[config.mk]
export PLATFORM = sky130hd
export DESIGN_NAME = context_fault_recorder
export DESIGN_NICKNAME = d
export VERILOG_FILES = /design/src/rtl/context_fault_recorder.v
export VERILOG_INCLUDE_DIRS = /design/src /design/src/rtl
export SDC_FILE = /design/constraint.sdc
export NUM_CORES = 2
export LEC_CHECK = 0
export BUFFER_PORTS_ARGS = -buffer_cell sky130_fd_sc_hd__buf_2
export CORE_MARGIN = 4
export CORE_UTILIZATION = 60
export DETAILED_ROUTE_END_ITERATION = 7
export HOLD_SLACK_MARGIN = 0.12
export PLACE_DENSITY = 0.81
export RECOVER_POWER = 50
export SLEW_MARGIN = 20
export SYNTH_ARGS = -nofsm -noshare
export SYNTH_HDL_FRONTEND = slang
export SYNTH_SLANG_ARGS = --single-unit
[constraint.sdc]
create_clock -name CLK_IN -period 14.7 [get_ports CLK_IN]
set_input_delay 3.675 -clock CLK_IN [delete_from_list [all_inputs] [get_ports CLK_IN]]
set_output_delay 3.675 -clock CLK_IN [all_outputs]
set_load 0.05 [all_outputs]
[src/rtl/fault_rec_consts.vh]
// Constants for the context fault recorder: field positions, reset values, widths.
// Included by the recorder module; defines only.
`ifndef FAULT_REC_CONSTS_VH
`define FAULT_REC_CONSTS_VH
// Fault status field positions
`define FS_TF      0
`define FS_AFF     1
`define FS_PF      2
`define FS_EF      3
`define FS_TLBMCF  4
`define FS_TLBLKF  5
`define FS_ASF     6
`define FS_UUT     7
`define FS_SS      30
`define FS_MULTI   31
// Stall status (bit 30) is left out of the clear mask, never cleared by a status write
`define FS_W1C_MASK 32'h800000FF
// Syndrome field positions
`define SYN_WNR    4
`define SYN_WALK_FAULT_FLAG   10
`define SYN_AFR    11
// Fault type codes on the fault input
`define FT_TRANS   3'h0
`define FT_PERM    3'h1
`define FT_EXT     3'h2
`define FT_UUT     3'h3
`define FT_ASIZE   3'h4
// External fault recording modes
`define EXT_SYNC   2'h0
`define EXT_ASYNC  2'h1
`define EXT_NONE   2'h2
// Address limits and reset values
`define VA32_BITS  32
`define PA40_BITS  40
`define TTB_BITS   48
`define RST_ZERO32 32'h00000000
`define RST_ZERO64 64'h0000000000000000
`endif

[src/rtl/context_fault_recorder.v]
// Context fault recorder: address range checks and per-bank fault records.
// Assumes one fault event per cycle, inputs synchronous to CLK_IN, software
// accesses presented as single-cycle strobes on plain ports.
`timescale 1ns/100ps
`include "fault_rec_consts.vh"
module context_fault_recorder #(
    parameter NUM_BANKS  = 8,
    parameter BANK_W     = 3,
    parameter EXT_MODE   = 0,
    parameter CFG_FAULT  = 0
) (
    // Clock and reset
    input  wire                  CLK_IN,
    input  wire                  RST_B_IN,
    // Fault event from the translation pipeline
    input  wire                  FAULT_VALID_IN,
    input  wire [2:0]            FAULT_TYPE_IN,
    input  wire                  FAULT_WALK_IN,
    input  wire                  FAULT_WRITE_IN,
    input  wire                  STAGE2_FAULT_IN,
    input  wire [BANK_W-1:0]     S1_BANK_IN,
    input  wire [BANK_W-1:0]     S2_BANK_IN,
    input  wire [63:0]           FAULT_ADDR_IN,
    input  wire [31:0]           FAULT_RSYN_IN,
    // Address check request for the addressed bank
    input  wire                  CHECK_VALID_IN,
    input  wire [BANK_W-1:0]     CHECK_BANK_IN,
    input  wire                  CHECK_STAGE2_IN,
    input  wire [1:0]            CHECK_KIND_IN,
    input  wire [63:0]           CHECK_ADDR_IN,
    input  wire [5:0]            IPA_SIZE_IN,
    input  wire [5:0]            PA_SIZE_IN,
    input  wire [5:0]            OUT_SIZE_IN,
    // Per-bank configuration, packed by bank
    input  wire [NUM_BANKS-1:0]  TRANSLATION_ENABLE_IN,
    input  wire [NUM_BANKS-1:0]  WIDE_VA_FORMAT_IN,
    input  wire [NUM_BANKS-1:0]  HYPERVISOR_CONTEXT_IN,
    input  wire [NUM_BANKS-1:0]  MONITOR_CONTEXT_IN,
    input  wire [NUM_BANKS-1:0]  FAULT_ABORT_REPORT_ENABLE_IN,
    input  wire [NUM_BANKS-1:0]  FAULT_INTERRUPT_ENABLE_IN,
    input  wire [NUM_BANKS*6-1:0] SIGN_EXTENSION_POSITION_IN,
    input  wire [NUM_BANKS*6-1:0] REGION0_SIZE_IN,
    input  wire [NUM_BANKS*6-1:0] REGION1_SIZE_IN,
    // Software access to records
    input  wire                  SW_WR_IN,
    input  wire                  SW_RD_IN,
    input  wire                  SW_NONSECURE_IN,
    input  wire [7:0]            SW_BANK_IN,
    input  wire [31:0]           SW_WDATA_IN,
    input  wire [7:0]            NONSECURE_BANK_COUNT_IN,
    // Results
    output reg                   CHECK_TFAULT_OUT,
    output reg                   CHECK_ASFAULT_OUT,
    output reg                   ABORT_OUT,
    output reg  [NUM_BANKS-1:0]  BANK_IRQ_OUT,
    output reg  [31:0]           RD_STATUS_OUT,
    output reg  [63:0]           RD_ADDR_OUT,
    output reg  [31:0]           RD_SYN_OUT,
    output reg  [31:0]           RD_RSYN_OUT,
    output reg                   CFG_ACCESS_FAULT_OUT,
    output reg  [7:0]            IMPLEMENTED_BANK_COUNT_OUT
);

    localparam [1:0] KIND_INPUT = 2'h0;
    localparam [1:0] KIND_OUT   = 2'h1;
    localparam [1:0] KIND_TTB0  = 2'h2;
    localparam [1:0] KIND_TTB1  = 2'h3;

    reg [31:0] status_reg   [0:NUM_BANKS-1];
    reg [63:0] address_reg  [0:NUM_BANKS-1];
    reg [31:0] syndrome_reg [0:NUM_BANKS-1];
    reg [31:0] rsyn_reg     [0:NUM_BANKS-1];

    // Bit-count limit: address exceeds n bits
    function over;
        input [63:0] a;
        input [6:0]  n;
        begin
            over = (n >= 7'd64) ? 1'b0 : ((a >> n) != 64'h0);
        end
    endfunction

    function [6:0] min7;
        input [6:0] a;
        input [6:0] b;
        begin
            min7 = (a < b) ? a : b;
        end
    endfunction

    // Address checks
    wire [BANK_W-1:0] cb     = CHECK_BANK_IN;
    wire              c_en   = TRANSLATION_ENABLE_IN[cb];
    wire              c_wide = WIDE_VA_FORMAT_IN[cb];
    wire [6:0] sign_extension_position   = {1'b0, SIGN_EXTENSION_POSITION_IN[cb*6 +: 6]};
    wire [6:0] r0    = 7'd64 - {1'b0, REGION0_SIZE_IN[cb*6 +: 6]};
    wire [6:0] r1    = 7'd64 - {1'b0, REGION1_SIZE_IN[cb*6 +: 6]};
    wire [6:0] ipa_n = {1'b0, IPA_SIZE_IN};
    wire [6:0] pa_n  = {1'b0, PA_SIZE_IN};
    wire [6:0] out_n = {1'b0, OUT_SIZE_IN};
    wire       upper = CHECK_ADDR_IN[63];
    wire       skip_sep = HYPERVISOR_CONTEXT_IN[cb] | MONITOR_CONTEXT_IN[cb];
    wire [63:0] sep_hi = CHECK_ADDR_IN >> (sign_extension_position + 7'd1);
    wire [63:0] sep_ones = {64{1'b1}} >> (sign_extension_position + 7'd1);
    wire        sep_bad = !skip_sep && (sep_hi != 64'h0) && (sep_hi != sep_ones);
    wire [63:0] va_reg = upper ? ~CHECK_ADDR_IN : CHECK_ADDR_IN;
    wire        region_bad = over(va_reg, upper ? r1 : r0);
    reg         tfault_next;
    reg         asfault_next;
    reg [6:0]   lim;

    always @* begin
        tfault_next  = 1'b0;
        asfault_next = 1'b0;
        lim          = 7'd64;
        if (CHECK_KIND_IN == KIND_INPUT) begin
            if (!c_wide) begin
                tfault_next = CHECK_STAGE2_IN ? over(CHECK_ADDR_IN, ipa_n)
                                              : over(CHECK_ADDR_IN, 7'd`VA32_BITS);
            end else if (c_en) begin
                tfault_next = CHECK_STAGE2_IN ? over(CHECK_ADDR_IN, min7(ipa_n, r0))
                                              : (sep_bad | region_bad);
            end
            // Wide format with translation off checks nothing
        end else begin
            // Stage 2 banks check only the first table base
            if (!(CHECK_STAGE2_IN && CHECK_KIND_IN == KIND_TTB1)) begin
                if (!c_wide) begin
                    lim = 7'd`PA40_BITS;
                end else begin
                    lim = CHECK_STAGE2_IN ? out_n : ipa_n;
                    if (c_en)
                        lim = min7(lim, pa_n);
                end
                if (CHECK_KIND_IN != KIND_OUT)
                    asfault_next = over(CHECK_ADDR_IN, min7(lim, 7'd`TTB_BITS));
                else
                    asfault_next = over(CHECK_ADDR_IN, lim);
            end
        end
    end

    // Fault recording decision
    wire [BANK_W-1:0] fb = STAGE2_FAULT_IN ? S2_BANK_IN : S1_BANK_IN;
    wire is_ext = (FAULT_TYPE_IN == `FT_EXT);
    wire is_uut = (FAULT_TYPE_IN == `FT_UUT);
    wire [1:0] ext_mode = FAULT_WALK_IN ? `EXT_SYNC : EXT_MODE[1:0];
    wire rec = FAULT_VALID_IN && !(is_ext && ext_mode == `EXT_NONE);
    wire async_rec = is_ext && ext_mode == `EXT_ASYNC;
    reg  [31:0] fs_bit;

    always @* begin
        case (FAULT_TYPE_IN)
            `FT_TRANS: fs_bit = 32'h1 << `FS_TF;
            `FT_PERM:  fs_bit = 32'h1 << `FS_PF;
            `FT_EXT:   fs_bit = 32'h1 << `FS_EF;
            `FT_UUT:   fs_bit = 32'h1 << `FS_UUT;
            `FT_ASIZE: fs_bit = 32'h1 << `FS_ASF;
            default:   fs_bit = 32'h1 << `FS_TF;
        endcase
    end

    wire sw_impl = (SW_BANK_IN < NUM_BANKS) &&
                   !(SW_NONSECURE_IN && SW_BANK_IN >= NONSECURE_BANK_COUNT_IN);
    wire [BANK_W-1:0] sb = SW_BANK_IN[BANK_W-1:0];

    genvar g;
    generate
        for (g = 0; g < NUM_BANKS; g = g + 1) begin : bank
            wire hit = rec && (fb == g);
            wire clr = SW_WR_IN && sw_impl && (sb == g);
            wire [31:0] cleared = status_reg[g] & ~(clr ? (SW_WDATA_IN & `FS_W1C_MASK) : 32'h0);
            always @(posedge CLK_IN) begin
                if (!RST_B_IN) begin
                    status_reg[g]   <= `RST_ZERO32;
                    address_reg[g]  <= `RST_ZERO64;
                    syndrome_reg[g] <= `RST_ZERO32;
                    rsyn_reg[g]     <= `RST_ZERO32;
                    BANK_IRQ_OUT[g] <= 1'b0;
                end else begin
                    // Set wins over a same-cycle software clear
                    if (hit && status_reg[g] != 32'h0) begin
                        status_reg[g] <= cleared | (32'h1 << `FS_MULTI);
                    end else if (hit) begin
                        status_reg[g] <= cleared | fs_bit;
                        if (async_rec) begin
                            address_reg[g]  <= `RST_ZERO64;
                            syndrome_reg[g] <= (32'h1 << `SYN_AFR) |
                                               ({31'h0, FAULT_WALK_IN} << `SYN_WALK_FAULT_FLAG);
                        end else if (!is_uut) begin
                            address_reg[g]  <= FAULT_ADDR_IN;
                            syndrome_reg[g] <= ({31'h0, FAULT_WALK_IN} << `SYN_WALK_FAULT_FLAG) |
                                               ({31'h0, FAULT_WRITE_IN} << `SYN_WNR);
                            rsyn_reg[g]     <= FAULT_RSYN_IN;
                        end
                    end else begin
                        status_reg[g] <= cleared;
                    end
                    BANK_IRQ_OUT[g] <= FAULT_INTERRUPT_ENABLE_IN[g] &&
                                       ((status_reg[g] != 32'h0) || hit);
                end
            end
        end
    endgenerate

    always @(posedge CLK_IN) begin
        if (!RST_B_IN) begin
            CHECK_TFAULT_OUT           <= 1'b0;
            CHECK_ASFAULT_OUT          <= 1'b0;
            ABORT_OUT                  <= 1'b0;
            RD_STATUS_OUT              <= `RST_ZERO32;
            RD_ADDR_OUT                <= `RST_ZERO64;
            RD_SYN_OUT                 <= `RST_ZERO32;
            RD_RSYN_OUT                <= `RST_ZERO32;
            CFG_ACCESS_FAULT_OUT       <= 1'b0;
            IMPLEMENTED_BANK_COUNT_OUT <= 8'h00;
        end else begin
            CHECK_TFAULT_OUT  <= CHECK_VALID_IN && tfault_next;
            CHECK_ASFAULT_OUT <= CHECK_VALID_IN && asfault_next;
            // Only unsupported transactions abort; other fault types never raise ABORT_OUT
            ABORT_OUT <= FAULT_VALID_IN && is_uut && FAULT_ABORT_REPORT_ENABLE_IN[fb];
            IMPLEMENTED_BANK_COUNT_OUT <= NUM_BANKS[7:0];
            CFG_ACCESS_FAULT_OUT <= (SW_RD_IN || SW_WR_IN) && !sw_impl
                                    && (CFG_FAULT != 0);
            if (SW_RD_IN) begin
                // Unimplemented or hidden banks read as zero
                RD_STATUS_OUT <= sw_impl ? status_reg[sb]   : `RST_ZERO32;
                RD_ADDR_OUT   <= sw_impl ? address_reg[sb]  : `RST_ZERO64;
                RD_SYN_OUT    <= sw_impl ? syndrome_reg[sb] : `RST_ZERO32;
                RD_RSYN_OUT   <= (sw_impl && !SW_NONSECURE_IN) ? rsyn_reg[sb] : `RST_ZERO32;
            end
        end
    end
endmodule

==> flow_metrics.tcl <==
set metrics [dict create \
    status "finished, violations left" \
    grt_usage_pct 40.7 \
    synth.area.mux_share_pct 17.8 \
    crit_buf_inv 2 \
    grt_pass1_wl_mm 341 \
    yosys-top-cells-area "edfxtp_1 41%, mux4_2 10%, and2_1 8.0%, mux2i_1 5.9%, dfxtp_1 3.8%" \
    cpMostUsedCell "clkbuf_1" \
    ios 623 \
    die-height_microns 332 \
    vias 53600 \
    final.setup_skew_ps 69.1 \
    yosysUniqueCellTypes 112 \
    cts_tree "done" \
    worst-path-stages 5 \
    min_path_type "reg2reg" \
    synth_top_family_by_area "simple AND/OR/NAND/NOR gates" \
    drc 13 \
    p_leak_uw 0.0254 \
    r2r_start "status_reg[4][3]" \
    clock_latency_ps 680 \
    antenna_found_initial 53 \
    critPathLaunchType "input pin" \
    critPathMaxStageDelay_ps 3190 \
    post_drt_via_cell_ratio 6.96 \
    slowest_stage "clkbuf_1" \
    postRouteAntennaNets 0 \
    ctsRootBufferMaster "clkbuf_16" \
    grt_max_degree 137 \
    fp.coreArea_sq_um 104000 \
    postRouteWirelength_mm 233 \
    slew_headroom_pct -218 \
    arrival_ps 12020 \
    dpl_cell_area_sq_um 66300 \
    cts_num_sinks 976 \
    rrSetupSlack_ps 7290 \
    post_cts_resized 0 \
    dr.pass1.iters 8 \
    htree_levels 3 \
    finalCriticalPeriod_ps 11560 \
    crit_fanout 73 \
    min_to "RD_ADDR_OUT[16]" \
    power_uw 7620 \
    peakVddDrop_mv 0.115 \
    max_freq_mhz 86.5 \
    rsz0062_at_grt "no" \
    crit_family "buffers and inverters" \
    cts_setup_buffers 0 \
    ys_seq_area_share_pct 44.7 \
    fin_crit_sh_pct 78.7 \
    synth_seq_cells 976 \
    drv_cap 23 \
    fin_setup_tns_ps 0 \
    cp_data_required_time_ps 15160 \
    routabilityCongestion 1.02 \
    synth-compound-area-share_pct 14.2 \
    die_x_microns 332 \
    hold_depth 2 \
    seqCellArea_sq_um 28100 \
    slew_violations 999 \
    grt_pass1_vias 52400 \
    synth_edf_count 856 \
    multi_input_area_sq_um 32500 \
    hold_path_startpoint "RD_ADDR_OUT[16]" \
    fin_nets 6676 \
    synthArstFlopShare_pct 0 \
    drt_iter0_drc 8060 \
    synth-simple-area-share_pct 17.9 \
    cp-end-kind "register" \
    final_common_cell "edfxtp_1" \
    ys_warn_count 0 \
    worstReg2RegEnd "rsyn_reg[4][9]" \
    critPathKind "in2reg" \
    io_buffers 561 \
    path_clk_slew_ps 60 \
    setup_violations 0 \
    grt-ovfl-total 0 \
    final_cell_mix "856 x edfxtp_1, 544 x nand2_1, 543 x and2_1" \
    drive_above_1_share_pct 17.5 \
    synth-main-ff-cell "edfxtp_1" \
    dieArea_sq_um 110000 \
    violations "DRC, capacitance limit, slew limit" \
    cts_made_buffers 92 \
    post-dp-hpwl_mm 146 \
    clk_path_buf_depth 3 \
    hold_violations 0 \
    start_util_pct 60.6 \
    yosys.area.top_type "edfxtp_1" \
    final_cell_area_sq_um 69100 \
    syn_to_final_growth_pct 9.82 \
    syn_inst 5944 \
    rows 118 \
    worst_pin_slew_ps 4780 \
    ctsHoldBuffers 0 \
    synth_area_sq_um 62900 \
    worstRegToRegCells 8 \
    synth_xor_area_share_pct 0.209 \
    path_cells "clkbuf_1 > nand2_1 > nor2_1 > clkbuf_1 > and2_1" \
    synth.top_cell.area_share_pct 40.8 \
    largest_reg_flops 512 \
    syn_area_per_cell_sq_um 10.6 \
    wire_per_inst_microns 30.2 \
    final_core_util_pct 66.6 \
    synth_fa_ha_area_share_pct 0.394 \
    power_density_nw_per_um2 110 \
    fillers 7898 \
]
-- cell type report --
type                       count  share of cell area [%]
sequential                   976                    40.7
clock buffer                 131                    3.69
antenna                       35                   0.127
tap                         1380                    2.50
multi-input combinational   4414                    47.0
timing repair buffer         675                    5.03
clock inverter                43                   0.721
inverter                      55                   0.308
-- worst reg2reg max path, stage by stage, from the launching register on --
cell and delay [ps]:
edfxtp_1 440, nor4_1 460, nand2_1 100, nor4_1 370
nand4_1 140, clkbuf_1 320, nor2_1 1700, clkbuf_1 3200
and2_1 470
-- stage by stage --
| step | instances | setup WS, ps | hold slack [ps] |
|---|---|---|---|
| finish | 7709 | 3140 | 457 |
| global route | 7696 | 3110 | 478 |
| CTS | 7673 | 4070 | 452 |
| detailed placement | 7499 | 3400 | 438 |
| global placement | 7498 | 3530 | 431 |
| floorplan | 6052 | 2390 | 549 |
-- routing by layer --
layer	GRT usage [%]	part of all wire [%]	vias up
li1	-	-	22800
met1	52.1	35	25900
met2	63.1	45	4040
met3	11.2	13	867
met4	23.0	6.4	28
met5	0	0.081	-
-- worst max-delay path by stage --
stage | startpoint | end | slack, ps
final | RST_B_IN | rsyn_reg[4][9] | 3140
after global routing | RST_B_IN | rsyn_reg[4][9] | 3110
after CTS | CHECK_BANK_IN[0] | CHECK_TFAULT_OUT | 4070
after detailed placement | CHECK_BANK_IN[0] | CHECK_TFAULT_OUT | 3400
after global placement | CHECK_BANK_IN[0] | CHECK_TFAULT_OUT | 3530
after floorplan | STAGE2_FAULT_IN | address_reg[0][0] | 2390
-- cell usage after synthesis, types with 97 or more instances --
cell	count
edfxtp_1	856
mux4_2	290
and2_1	808
nand3_1	150
o21ai_0	284
a22oi_1	97
nor2_1	352
clkbuf_1	384
dfxtp_1	120
mux2i_1	374
a21oi_1	347
nand2_1	544
-- logic make-up after synthesis --
kind of cell | Yosys count
AO/OA/AOI/OAI | 1341
XOR/XNOR | 15
adder cells (fa/ha/maj) | 20
buffers and inverters | 662
flip-flops | 976
multiplexers | 740
other | 2
AND/OR/NAND/NOR | 2188
-- power by group --
group	leakage (uW)	total [uW]	switching (uW)	internal, uW
registers	0.00976	3140	35.9	3100
clock network	0.00147	2410	1060	1350
logic	0.0142	2070	1380	693
total	0.0254	7620	2470	5140
(Power assumes the default switching activity.)
